`src/rtl/cfg_regs_pkg.sv`:
```
// Constants for the status, revision, class-code and cache-line-size block.
// Assumes a byte-addressed configuration port on the bus clock.
package cfg_regs_pkg;

  // Register byte offsets
  localparam logic [7:0] bus_status_off         = 8'h06;
  localparam logic [7:0] silicon_revision_off   = 8'h08;
  localparam logic [7:0] function_class_off     = 8'h09;
  localparam logic [7:0] cache_line_length_off  = 8'h0c;

  // Status field positions
  localparam int detected_parity_bit            = 15;
  localparam int signaled_system_error_bit      = 14;
  localparam int master_abort_received_bit      = 13;
  localparam int target_abort_received_bit     = 12;
  localparam int target_abort_signaled_bit      = 11;
  localparam int devsel_timing_lsb              = 9;
  localparam int master_data_parity_bit         = 8;
  localparam int back_to_back_capable_bit       = 7;
  localparam int user_feature_support_bit       = 6;
  localparam int high_speed_capable_bit         = 5;
  localparam int capability_list_present_bit    = 4;

  // Command field positions
  localparam int parity_response_enable_bit     = 6;
  localparam int system_error_enable_bit        = 8;

  // Fixed values and reset values
  localparam logic [1:0]  devsel_medium         = 2'h1;
  localparam logic [15:0] bus_status_reset      = 16'h0210;
  localparam logic [15:0] bus_status_sticky_mask = 16'hf900;
  localparam logic [23:0] function_class_value  = 24'h06_0700;
  localparam logic [7:0]  cache_line_reset      = 8'h00;
  // Arbitrary revision code
  localparam logic [7:0]  silicon_revision_value = 8'h5a;

  // Number of functions, each with its own bus status flags
  localparam int num_functions                  = 2;

endpackage

```
`src/rtl/cfg_event_if.sv`:
```
// Bus events passed from the main block to each per-function flag bank.
// Assumes event and clear strobes are one-cycle pulses on core_clk; flags hold their value.
`timescale 1ns/1ns
interface cfg_event_if;
  logic       parity_detected;
  logic       serr_signaled;
  logic       master_abort;
  logic       target_abort_rx;
  logic       target_abort_tx;
  logic       master_data_parity;
  logic       clear_wr;
  logic [7:0] clear_hi;
  logic [7:0] flags;

  modport source (output parity_detected, serr_signaled, master_abort, target_abort_rx,
                  output target_abort_tx, master_data_parity, clear_wr, clear_hi,
                  input  flags);
  modport sink   (input  parity_detected, serr_signaled, master_abort, target_abort_rx,
                  input  target_abort_tx, master_data_parity, clear_wr, clear_hi,
                  output flags);
endinterface

```
`src/rtl/status_flag_bank.sv`:
```
// One function's copy of the write-one-to-clear status flags.
// Assumes event pulses and clears arrive on core_clk.
`timescale 1ns/1ns
module status_flag_bank
  import cfg_regs_pkg::*;
(
  // Clock and reset
  input  wire logic   core_clk,
  input  wire logic   rst,
  // Events and clears
  cfg_event_if.sink   ev
);

  typedef struct packed {
    logic [7:0] flag_q;   // status bits 15..8
  } bank_s;

  bank_s st_q;
  bank_s st_d;

  function automatic logic hold_or_set(input logic cur, input logic set, input logic clr);
    hold_or_set = set | (cur & ~clr);
  endfunction

  always_comb begin
    logic [7:0] set_v;
    logic [7:0] clr_v;
    set_v = 8'h00;
    clr_v = 8'h00;
    set_v[detected_parity_bit - 8]       = ev.parity_detected;
    set_v[signaled_system_error_bit - 8] = ev.serr_signaled;
    set_v[master_abort_received_bit - 8] = ev.master_abort;
    set_v[target_abort_received_bit - 8] = ev.target_abort_rx;
    set_v[target_abort_signaled_bit - 8] = ev.target_abort_tx;
    set_v[master_data_parity_bit - 8]    = ev.master_data_parity;
    clr_v = ev.clear_wr ? (ev.clear_hi & bus_status_sticky_mask[15:8]) : 8'h00;
    st_d = st_q;
    for (int i = 0; i < 8; i++) begin
      st_d.flag_q[i] = hold_or_set(st_q.flag_q[i], set_v[i], clr_v[i]) &
                       bus_status_sticky_mask[i + 8];
    end
  end

  always_ff @(posedge core_clk or posedge rst) begin
    if (rst) begin
      st_q <= '{flag_q: bus_status_reset[15:8] & bus_status_sticky_mask[15:8]};
    end else begin
      st_q <= st_d;
    end
  end

  // Whole upper status byte, fixed bits already masked to zero
  assign ev.flags = st_q.flag_q;
endmodule

```
`src/rtl/cfg_status_regs.sv`:
```
// Status, revision, class-code and cache-line-size registers for a two-function bridge.
// Assumes single-cycle config strobes with a function number and byte enables.
`timescale 1ns/1ns
module cfg_status_regs
  import cfg_regs_pkg::*;
(
  // Clock and reset
  input  wire logic        core_clk,
  input  wire logic        rst,
  // Configuration access
  input  wire logic        cfg_rd,
  input  wire logic        cfg_wr,
  input  wire logic        cfg_func,
  input  wire logic [7:0]  cfg_addr,
  input  wire logic [3:0]  cfg_be,
  input  wire logic [31:0] cfg_wdata,
  output logic      [31:0] cfg_rdata,
  output logic             cfg_rvalid,
  // Command enables per function
  input  wire logic [15:0] command_f0,
  input  wire logic [15:0] command_f1,
  // Bus events, indexed by function except the shared perr_seen
  input  wire logic [1:0]  addr_parity_err,
  input  wire logic [1:0]  data_parity_err,
  input  wire logic        perr_seen,
  input  wire logic [1:0]  master_of_phase,
  input  wire logic [1:0]  master_abort_evt,
  input  wire logic [1:0]  target_abort_rx_evt,
  input  wire logic [1:0]  target_abort_tx_evt,
  input  wire logic [1:0]  serr_request,
  // Bus-side reporting
  output logic             serr_assert,
  output logic             perr_assert
);

  typedef struct packed {
    logic [1:0][7:0] cache_q;
    logic [31:0]     rdata_q;
    logic            rvalid_q;
    logic            serr_q;
    logic            perr_q;
  } regs_s;

  regs_s st_q;
  regs_s st_d;

  logic [1:0][15:0] cmd;
  wire  logic [1:0][7:0] flags;
  wire  logic [1:0]      serr_fire;
  wire  logic [1:0]      perr_fire;

  assign cmd[0] = command_f0;
  assign cmd[1] = command_f1;

  function automatic logic [3:0] word_lane(input logic [7:0] a, input logic [7:0] off);
    word_lane = (a[7:2] == off[7:2]) ? (4'h1 << off[1:0]) : 4'h0;
  endfunction

  // Per-function flag banks fed from per-function bus events
  genvar g;
  generate
    for (g = 0; g < num_functions; g++) begin : gen_fn
      cfg_event_if ev ();
      logic prm;
      logic sen;
      assign prm = cmd[g][parity_response_enable_bit];
      assign sen = cmd[g][system_error_enable_bit];
      // Data parity answered with PERR only when parity response is on
      assign perr_fire[g] = data_parity_err[g] & prm;
      // Address parity answered with SERR only when both enables set
      assign serr_fire[g] = sen & ((addr_parity_err[g] & prm) | serr_request[g]);
      assign ev.parity_detected    = addr_parity_err[g] | data_parity_err[g];
      assign ev.serr_signaled      = serr_fire[g];
      assign ev.master_abort       = master_abort_evt[g];
      assign ev.target_abort_rx    = target_abort_rx_evt[g];
      assign ev.target_abort_tx    = target_abort_tx_evt[g];
      assign ev.master_data_parity = perr_seen & master_of_phase[g] & prm;
      assign ev.clear_wr = cfg_wr & (cfg_func == 1'(g)) &
                           (cfg_addr[7:2] == bus_status_off[7:2]);
      assign ev.clear_hi = cfg_wdata[31:24];
      assign flags[g]    = ev.flags;
      status_flag_bank u_bank (
        .core_clk (core_clk),
        .rst      (rst),
        .ev       (ev)
      );
    end
  endgenerate

  function automatic logic [15:0] status_word(input logic [7:0] f);
    logic [15:0] s;
    s = 16'h0000;
    s[15:8] = f & bus_status_sticky_mask[15:8];
    s[devsel_timing_lsb +: 2]         = devsel_medium;
    s[back_to_back_capable_bit]       = 1'b0;
    s[user_feature_support_bit]       = 1'b0;
    s[high_speed_capable_bit]         = 1'b0;
    s[capability_list_present_bit]    = 1'b1;
    return s;
  endfunction

  always_comb begin
    logic [15:0] sw;
    logic [3:0]  cl_lane;
    logic [7:0]  cl;
    sw      = status_word(flags[cfg_func]);
    cl      = st_q.cache_q[cfg_func];
    cl_lane = word_lane(cfg_addr, cache_line_length_off);
    st_d = st_q;
    st_d.rvalid_q = cfg_rd;
    st_d.rdata_q  = 32'h0000_0000;
    if (cfg_rd) begin
      case (cfg_addr[7:2])
        bus_status_off[7:2]: st_d.rdata_q = {sw, 16'h0000};
        silicon_revision_off[7:2]: begin
          st_d.rdata_q = {function_class_value, silicon_revision_value};
        end
        cache_line_length_off[7:2]: st_d.rdata_q = {24'h00_0000, cl};
        default: st_d.rdata_q = 32'h0000_0000;
      endcase
    end
    if (cfg_wr && (cl_lane & cfg_be) != 4'h0) begin
      st_d.cache_q[cfg_func] = cfg_wdata[7:0];
    end
    st_d.serr_q = |serr_fire;
    st_d.perr_q = |perr_fire;
  end

  always_ff @(posedge core_clk or posedge rst) begin
    if (rst) begin
      st_q.cache_q  <= {cache_line_reset, cache_line_reset};
      st_q.rdata_q  <= 32'h0000_0000;
      st_q.rvalid_q <= 1'b0;
      st_q.serr_q   <= 1'b0;
      st_q.perr_q   <= 1'b0;
    end else begin
      st_q <= st_d;
    end
  end

  assign cfg_rdata   = st_q.rdata_q;
  assign cfg_rvalid  = st_q.rvalid_q;
  assign serr_assert = st_q.serr_q;
  assign perr_assert = st_q.perr_q;
endmodule

```
`config.mk`:
```
export PLATFORM = sky130hd
export DESIGN_NAME = cfg_status_regs
export DESIGN_NICKNAME = d
export VERILOG_FILES = /design/src/rtl/cfg_regs_pkg.sv /design/src/rtl/cfg_event_if.sv /design/src/rtl/status_flag_bank.sv /design/src/rtl/cfg_status_regs.sv
export SDC_FILE = /design/constraint.sdc
export NUM_CORES = 1
export LEC_CHECK = 0
export ABC_AREA = 1
export ABC_CLOCK_PERIOD_IN_PS = 1400
export BUFFER_PORTS_ARGS = -buffer_cell sky130_fd_sc_hd__buf_2
export CAP_MARGIN = 10
export CORE_MARGIN = 3
export CORE_UTILIZATION = 35
export CTS_BUF_LIST = sky130_fd_sc_hd__clkbuf_2
export DETAILED_ROUTE_END_ITERATION = 8
export PLACE_DENSITY = 0.65
export RECOVER_POWER = 25
export SLEW_MARGIN = 20
export SYNTH_ARGS = -nofsm -noshare
export SYNTH_HDL_FRONTEND = slang
export SYNTH_SLANG_ARGS = --single-unit
```
`constraint.sdc`:
```
create_clock -name core_clk -period 1.4 [get_ports core_clk]
set_input_delay 0.14 -clock core_clk [delete_from_list [all_inputs] [get_ports core_clk]]
set_output_delay 0.14 -clock core_clk [all_outputs]
set_load 0.01 [all_outputs]
```
==> results.cfg, run 1 <==
[clock_tree]
htree_levels = 2
cts_tree = built
clock_latency_ns = 0.39
clock_path_buffers = 2
numClockSinks = 48
postCtsSetupRepairBufs = 0
clk_pin_slew_ns = 0.22
cts_buffers = 5
cts-root-buf = clkbuf_2

[synth]
synth_top_area_cell = dfrtp_1
ys_seq_elements = 48
synth-edff-count = 0
ys_types = 23
async_flop_share = 1.00
seq_area_frac_synth = 0.517
synthTopCellsByArea = dfrtp_1, nand2_1, buf_4
synth-main-ff-cell = dfrtp_1
synth-compound-area-share = 0.0512
synth_top_family_by_area = simple AND/OR/NAND/NOR gates
synth_xor_area_frac = 0
syn-instance-count = 258
netlist.area_leader.share = 0.517
syn_area_um2 = 2320
synth_common_cells = nand2_1, dfrtp_1, buf_4, nand4_1, inv_1
yosys.area_share.simple = 0.270
yosysWarnings = 0
synthMuxAreaShare = 0
syn-mean-instance-area_um2 = 9.01
synth.most_common_cell = nand2_1
synthAdderAreaFrac = 0

[final_layout]
diodes = 0
fill_cells = 635
multi_input_area_um2 = 791
final_nets = 443
seq_area_um2 = 1200
utilization = 0.461
syn2layout_area_growth_pct = 26.8
drive_gt1_frac = 0.254

[sta]
setup_slack_ns = 0.0548
post-route-min-period_ns = 1.35
setup_tns_ns = 0
worst_slew_pin_slew_ns = 0.632
rsz0062_at_grt = no
clock_skew_ns = 0.00709
max_freq_mhz = 743
hold_viol = 0
slew_headroom = 0.579
finalCritPeriodShare = 0.961
slew_viol_final = 0
setup_viol = 0

[route]
drt_pass1_iterations = 4
via_per_inst = 4.53
drtAntennaViolNets = 0
vias = 1922
wl_per_cell_um = 12.2
routed_wl_um = 5170
drc = 0
drt_iter0_drc = 109

[placed_design]
place_ws_ns = 0.181
hpwl_um = 3450
io_buffers = 67
gp_congestion = 0.792

[die]
dieWidth_um = 87.5
core-area_um2 = 6390
floorplan.rows = 29
die_y_um = 87.5
io_pins = 131
initial_core_util = 0.364
die_area_um2 = 7650

[job]
max-cap-violations = 0

[setup_path]
r2r-end = gen_fn[1].u_bank.ev.flags[6]$_DFF_PP0_
cp.arrival_ns = 1.65
r2r_start = gen_fn[1].u_bank.ev.flags[6]$_DFF_PP0_
worst-path-max-fanout = 2
path_class = input pin to flip-flop
crit_end = gen_fn[1].u_bank.ev.flags[6]$_DFF_PP0_
rrSetupSlack_ns = 0.20
required_ns = 1.71
end_kind = flip-flop
startpoint = addr_parity_err[1]
reg2reg_depth = 3
critical_path.startpoint_type = input pin

[power_and_ir_drop]
leakagePower_uw = 0.00164
total_power_uw = 2290
powerDensity_nw_per_um2 = 777
vdd_drop_max_mv = 0.325

[global_routing]
grt_pass1_vias = 1795
grt-ovfl-total = 0
grt_usage = 0.138
grt_pass1_wl_um = 8220
antenna_found_initial = 0
grt_start_max_net_pins = 49

[worst_hold_path]
hold_path_class = input pin to flip-flop

[run_status]
status = complete, no violations
==> cells by family (layout without fill, tap and decap cells) <==
logic type      count (synthesis)  in the layout
compound gates                 21             21
buf+inv                        56            134
flops                          48             48
other cells                     1             12
simple gates                  132            132
==> final cells by class <==
type                            instances  area share
Sequential cell                        48       0.408
Clock buffer                            5     0.00850
Multi-Input combinational cell        165       0.268
Timing Repair Buffer                  111       0.258
Inverter                               16      0.0204
Tap cell                               77      0.0327
Clock inverter                          2     0.00425
==> metal layers <==
metal	GRT usage	vias to the layer above	routed length, um
met3	0.0218	8	288
met4	0.0572	0	96
met1	0.170	896	2140
met5	0	-	0
li1	-	958	-
met2	0.239	60	2640
==> worst max-delay path, stage by stage <==
cell	delay, ns
dlygate4sd3_1	0.54
buf_2	0.13
nand2_1	0.06
inv_1	0.03
o21ai_1	0.14
nand2_1	0.07
dlygate4sd3_1	0.55
==> per-stage QoR <==
step,instance area (um2),std cells,hold slack [ns]
global placement,2540,379,0.198
finish,2950,424,0.0264
detailed placement,2540,379,0.200
CTS,2960,424,0.0117
floorplan,2360,269,0.171
global route,2950,424,0.00524
==> power by group <==
part	internal (uW)	switching, uW
Combinational	148	176
Sequential	1420	14.6
Clock	110	418
==> cells in the final DEF (no fill, tap or decap), drive strengths merged <==
cell type | netlist | final
a21oi | 10 | 10
clkinv | 0 | 1
nand3 | 16 | 16
conb | 1 | 12
inv | 16 | 16
nor2 | 8 | 8
dlygate4sd3 | 0 | 38
a21boi | 4 | 4
clkinvlp | 0 | 1
dfrtp | 48 | 48
nand2 | 91 | 91
o21ai | 6 | 6
buf | 39 | 71
nand4 | 17 | 17
clkbuf | 1 | 7
a22o | 1 | 1
==> repair_timing <==
action	CTS	global route
resized for setup	0	1
hold buffers	38	0
hold endpoints to repair	79	0
setup endpoints to repair	0	1
==> sequential cells by signal, summed over array words and instances, names as in the netlist <==
name	flops
cfg_rvalid	1
serr_assert	1
cfg_rdata	17
perr_assert	1
st_q	16
gen_fn.u_bank.ev.flags	12
==> how the worst min path moves through the flow <==
stage	from	end	slack (ns)	depth (start not counted)
floorplan	cfg_rd	cfg_rvalid$_DFF_PP0_	0.17	0
global placement	rst	cfg_rdata[20]$_DFF_PP0_	0.20	3
detailed placement	rst	cfg_rdata[28]$_DFF_PP0_	0.20	3
CTS	cfg_wdata[28]	gen_fn[0].u_bank.ev.flags[4]$_DFF_PP0_	0.01	4
global route	cfg_wdata[28]	gen_fn[1].u_bank.ev.flags[4]$_DFF_PP0_	0.005	4
finish	cfg_wdata[28]	gen_fn[1].u_bank.ev.flags[4]$_DFF_PP0_	0.03	4
Note: power is estimated with default switching activity, not from simulation.
==> inputs of run 2 (changes only) <==
--- a/config.mk
+++ b/config.mk
@@ -13,6 +13,8 @@
 export CORE_UTILIZATION = 35
 export CTS_BUF_LIST = sky130_fd_sc_hd__clkbuf_2
 export DETAILED_ROUTE_END_ITERATION = 8
+export GPL_TIMING_DRIVEN = 0
+export HOLD_SLACK_MARGIN = 0.12
 export PLACE_DENSITY = 0.65
 export RECOVER_POWER = 25
 export SLEW_MARGIN = 20
==> results.cfg, run 2 (synthesis gave the netlist of run 1 again) <==
[final_layout]
largest_reg_flops = 17
syn2layout_area_growth_pct = 40.2
diodes = 0
drive_gt1_frac = 0.310
final_nets = 482
utilization = 0.510
final_common_cell = nand2_1
final_cell_mix = nand2_1, buf_2, dfrtp_1

[die]
io_pins = 131
die_y_um = 87.5
core-area_um2 = 6390
floorplan.rows = 29
initial_core_util = 0.364
die_area_um2 = 7650
dieWidth_um = 87.5

[clock_tree]
postCtsSetupRepairBufs = 0
clock_latency_ns = 0.42
cts_tree = built
htree_levels = 2
numClockSinks = 48
cts_buffers = 5
cts-root-buf = clkbuf_2
clk_pin_slew_ns = 0.25
clock_path_buffers = 2

[setup_path]
cpMostUsedCell = nand2_1
slowest_delay_ns = 0.54
path_cells = buf_2 -> nor2_2 -> nand2_1 -> nor2_4 -> buf_4 -> nand3_1 -> nand2_1 -> nand2_1 -> dlygate4sd3_1
critical_path.startpoint_type = input pin
required_ns = 1.73
cp.arrival_ns = 1.64
end_kind = flip-flop
critical-path-top-delay-family = buffers and inverters
cp_num_buf_inv = 3
worst-path-max-fanout = 10
path_class = input pin to flip-flop
crit_path_top_delay_cell = dlygate4sd3_1

[route]
vias = 2036
drc = 0
via_per_inst = 4.39
routed_wl_um = 5570
drtAntennaViolNets = 0
drt_pass1_iterations = 4
drt_iter0_drc = 85
wl_per_cell_um = 12.0

[power_and_ir_drop]
vdd_drop_max_mv = 0.429
power.switching_uw = 638
clockPowerShare = 0.238
pwr-share-seq = 0.607
p_int_uw = 1730
swShare = 0.270
powerDensity_nw_per_um2 = 726
pwr-share-comb = 0.155
leakagePower_uw = 0.00183

[global_routing]
met2_usage = 0.271
use_met1 = 0.175
grt_pass1_vias = 1902
grt_start_max_net_pins = 30
antenna_found_initial = 0
grtUsageMet3 = 0.0284
busiest_layer = met2
grt_usage = 0.151
grt_pass1_wl_um = 8840
grt-ovfl-total = 0

[sta]
setup_viol = 0
worst_slew_pin_slew_ns = 0.787
slew_viol_final = 0
whs_ns = 0.148
setup_tns_ns = 0
rsz0062_at_grt = no
hold_viol = 0
slew_headroom = 0.475
max_freq_mhz = 760
setup_slack_ns = 0.0850
clock_skew_ns = 0.0169
finalCritPeriodShare = 0.939
post-route-min-period_ns = 1.32

[placed_design]
gp_congestion = 0.807
hpwl_um = 3820
place_ws_ns = 0.219
io_buffers = 66

[job]
max-cap-violations = 0

[worst_hold_path]
hold_path_class = input pin to flip-flop

[run_status]
status = complete, no violations
==> run 2: changes by cell type in the layout (fill, tap and decap cells not counted) <==
| cell | before | now |
|---|---|---|
| buf_4 | 5 | 35 |
| dlygate4sd3_1 | 38 | 43 |
| buf_6 | 0 | 2 |
| nand2_1 | 89 | 91 |
| nand2_4 | 2 | 0 |
| buf_12 | 0 | 1 |
| buf_8 | 0 | 1 |
| clkinv_2 | 1 | 2 |
| clkinv_4 | 0 | 1 |
| clkinvlp_4 | 1 | 0 |
| nand3_1 | 14 | 15 |
| nand3_4 | 2 | 1 |
==> run 2: power by group through the flow <==
stage               logic [uW]  clock network [uW]  registers, uW
finish                     367                 562           1430
global route               410                 634           1440
CTS                        372                 584           1430
detailed placement         297                   0           1460
global placement           286                   0           1460
floorplan                  168                   0           1460
==> run 2: timing repair <==
| item | CTS | global route |
|---|---|---|
| resized for setup | 0 | 1 |
| setup endpoints to repair | 0 | 2 |
| hold buffers | 43 | 0 |
| endpoints found under the hold margin | 87 | 0 |
==> run 2: metal layers <==
| metal | up-vias | part of all wire | wire (um) |
|---|---|---|---|
| li1 | 1039 | - | - |
| met1 | 928 | 0.41 | 2260 |
| met2 | 58 | 0.52 | 2910 |
| met3 | 11 | 0.048 | 267 |
| met4 | 0 | 0.024 | 132 |
| met5 | - | 0 | 0 |
==> run 2: final cells by class <==
type / count / area (um2)
Fill cell: 615 / 3130
Buffer: 40 / 313
Timing Repair Buffer: 110 / 779
Inverter: 16 / 60.1
Tap cell: 77 / 96.3
Clock inverter: 3 / 18.8
Sequential cell: 48 / 1200
Clock buffer: 5 / 25.0
Multi-Input combinational cell: 165 / 763
==> run 2: tightest hold or removal path, delay by kind of cell <==
kind	cells	cell delay, ns
buf+inv	1	0.11
simple gates	5	0.32
==> run 2: worst paths after layout <==
kind	from	end	slack (ns)	depth (start not counted)
setup / recovery	cfg_addr[5]	gen_fn[0].u_bank.ev.flags[4]$_DFF_PP0_	0.08	9
hold / removal	cfg_addr[2]	gen_fn[1].u_bank.ev.flags[7]$_DFF_PP0_	0.15	6
setup reg to reg	gen_fn[1].u_bank.ev.flags[5]$_DFF_PP0_	gen_fn[1].u_bank.ev.flags[5]$_DFF_PP0_	0.22	3
hold reg to reg	st_q[41]$_DFFE_PP0P_	st_q[41]$_DFFE_PP0P_	0.50	2
max in group asynchronous	rst	st_q[36]$_DFFE_PP0P_	0.41	4
min in group asynchronous	rst	gen_fn[0].u_bank.ev.flags[7]$_DFF_PP0_	0.35	3
==> run 2: through the flow <==
step / instances / area, um2 / total power (uW)
finish: 464 / 3260 / 2360
CTS: 464 / 3290 / 2390
global route: 464 / 3260 / 2480
floorplan: 269 / 2360 / 1630
global placement: 412 / 2790 / 1740
detailed placement: 413 / 2810 / 1760
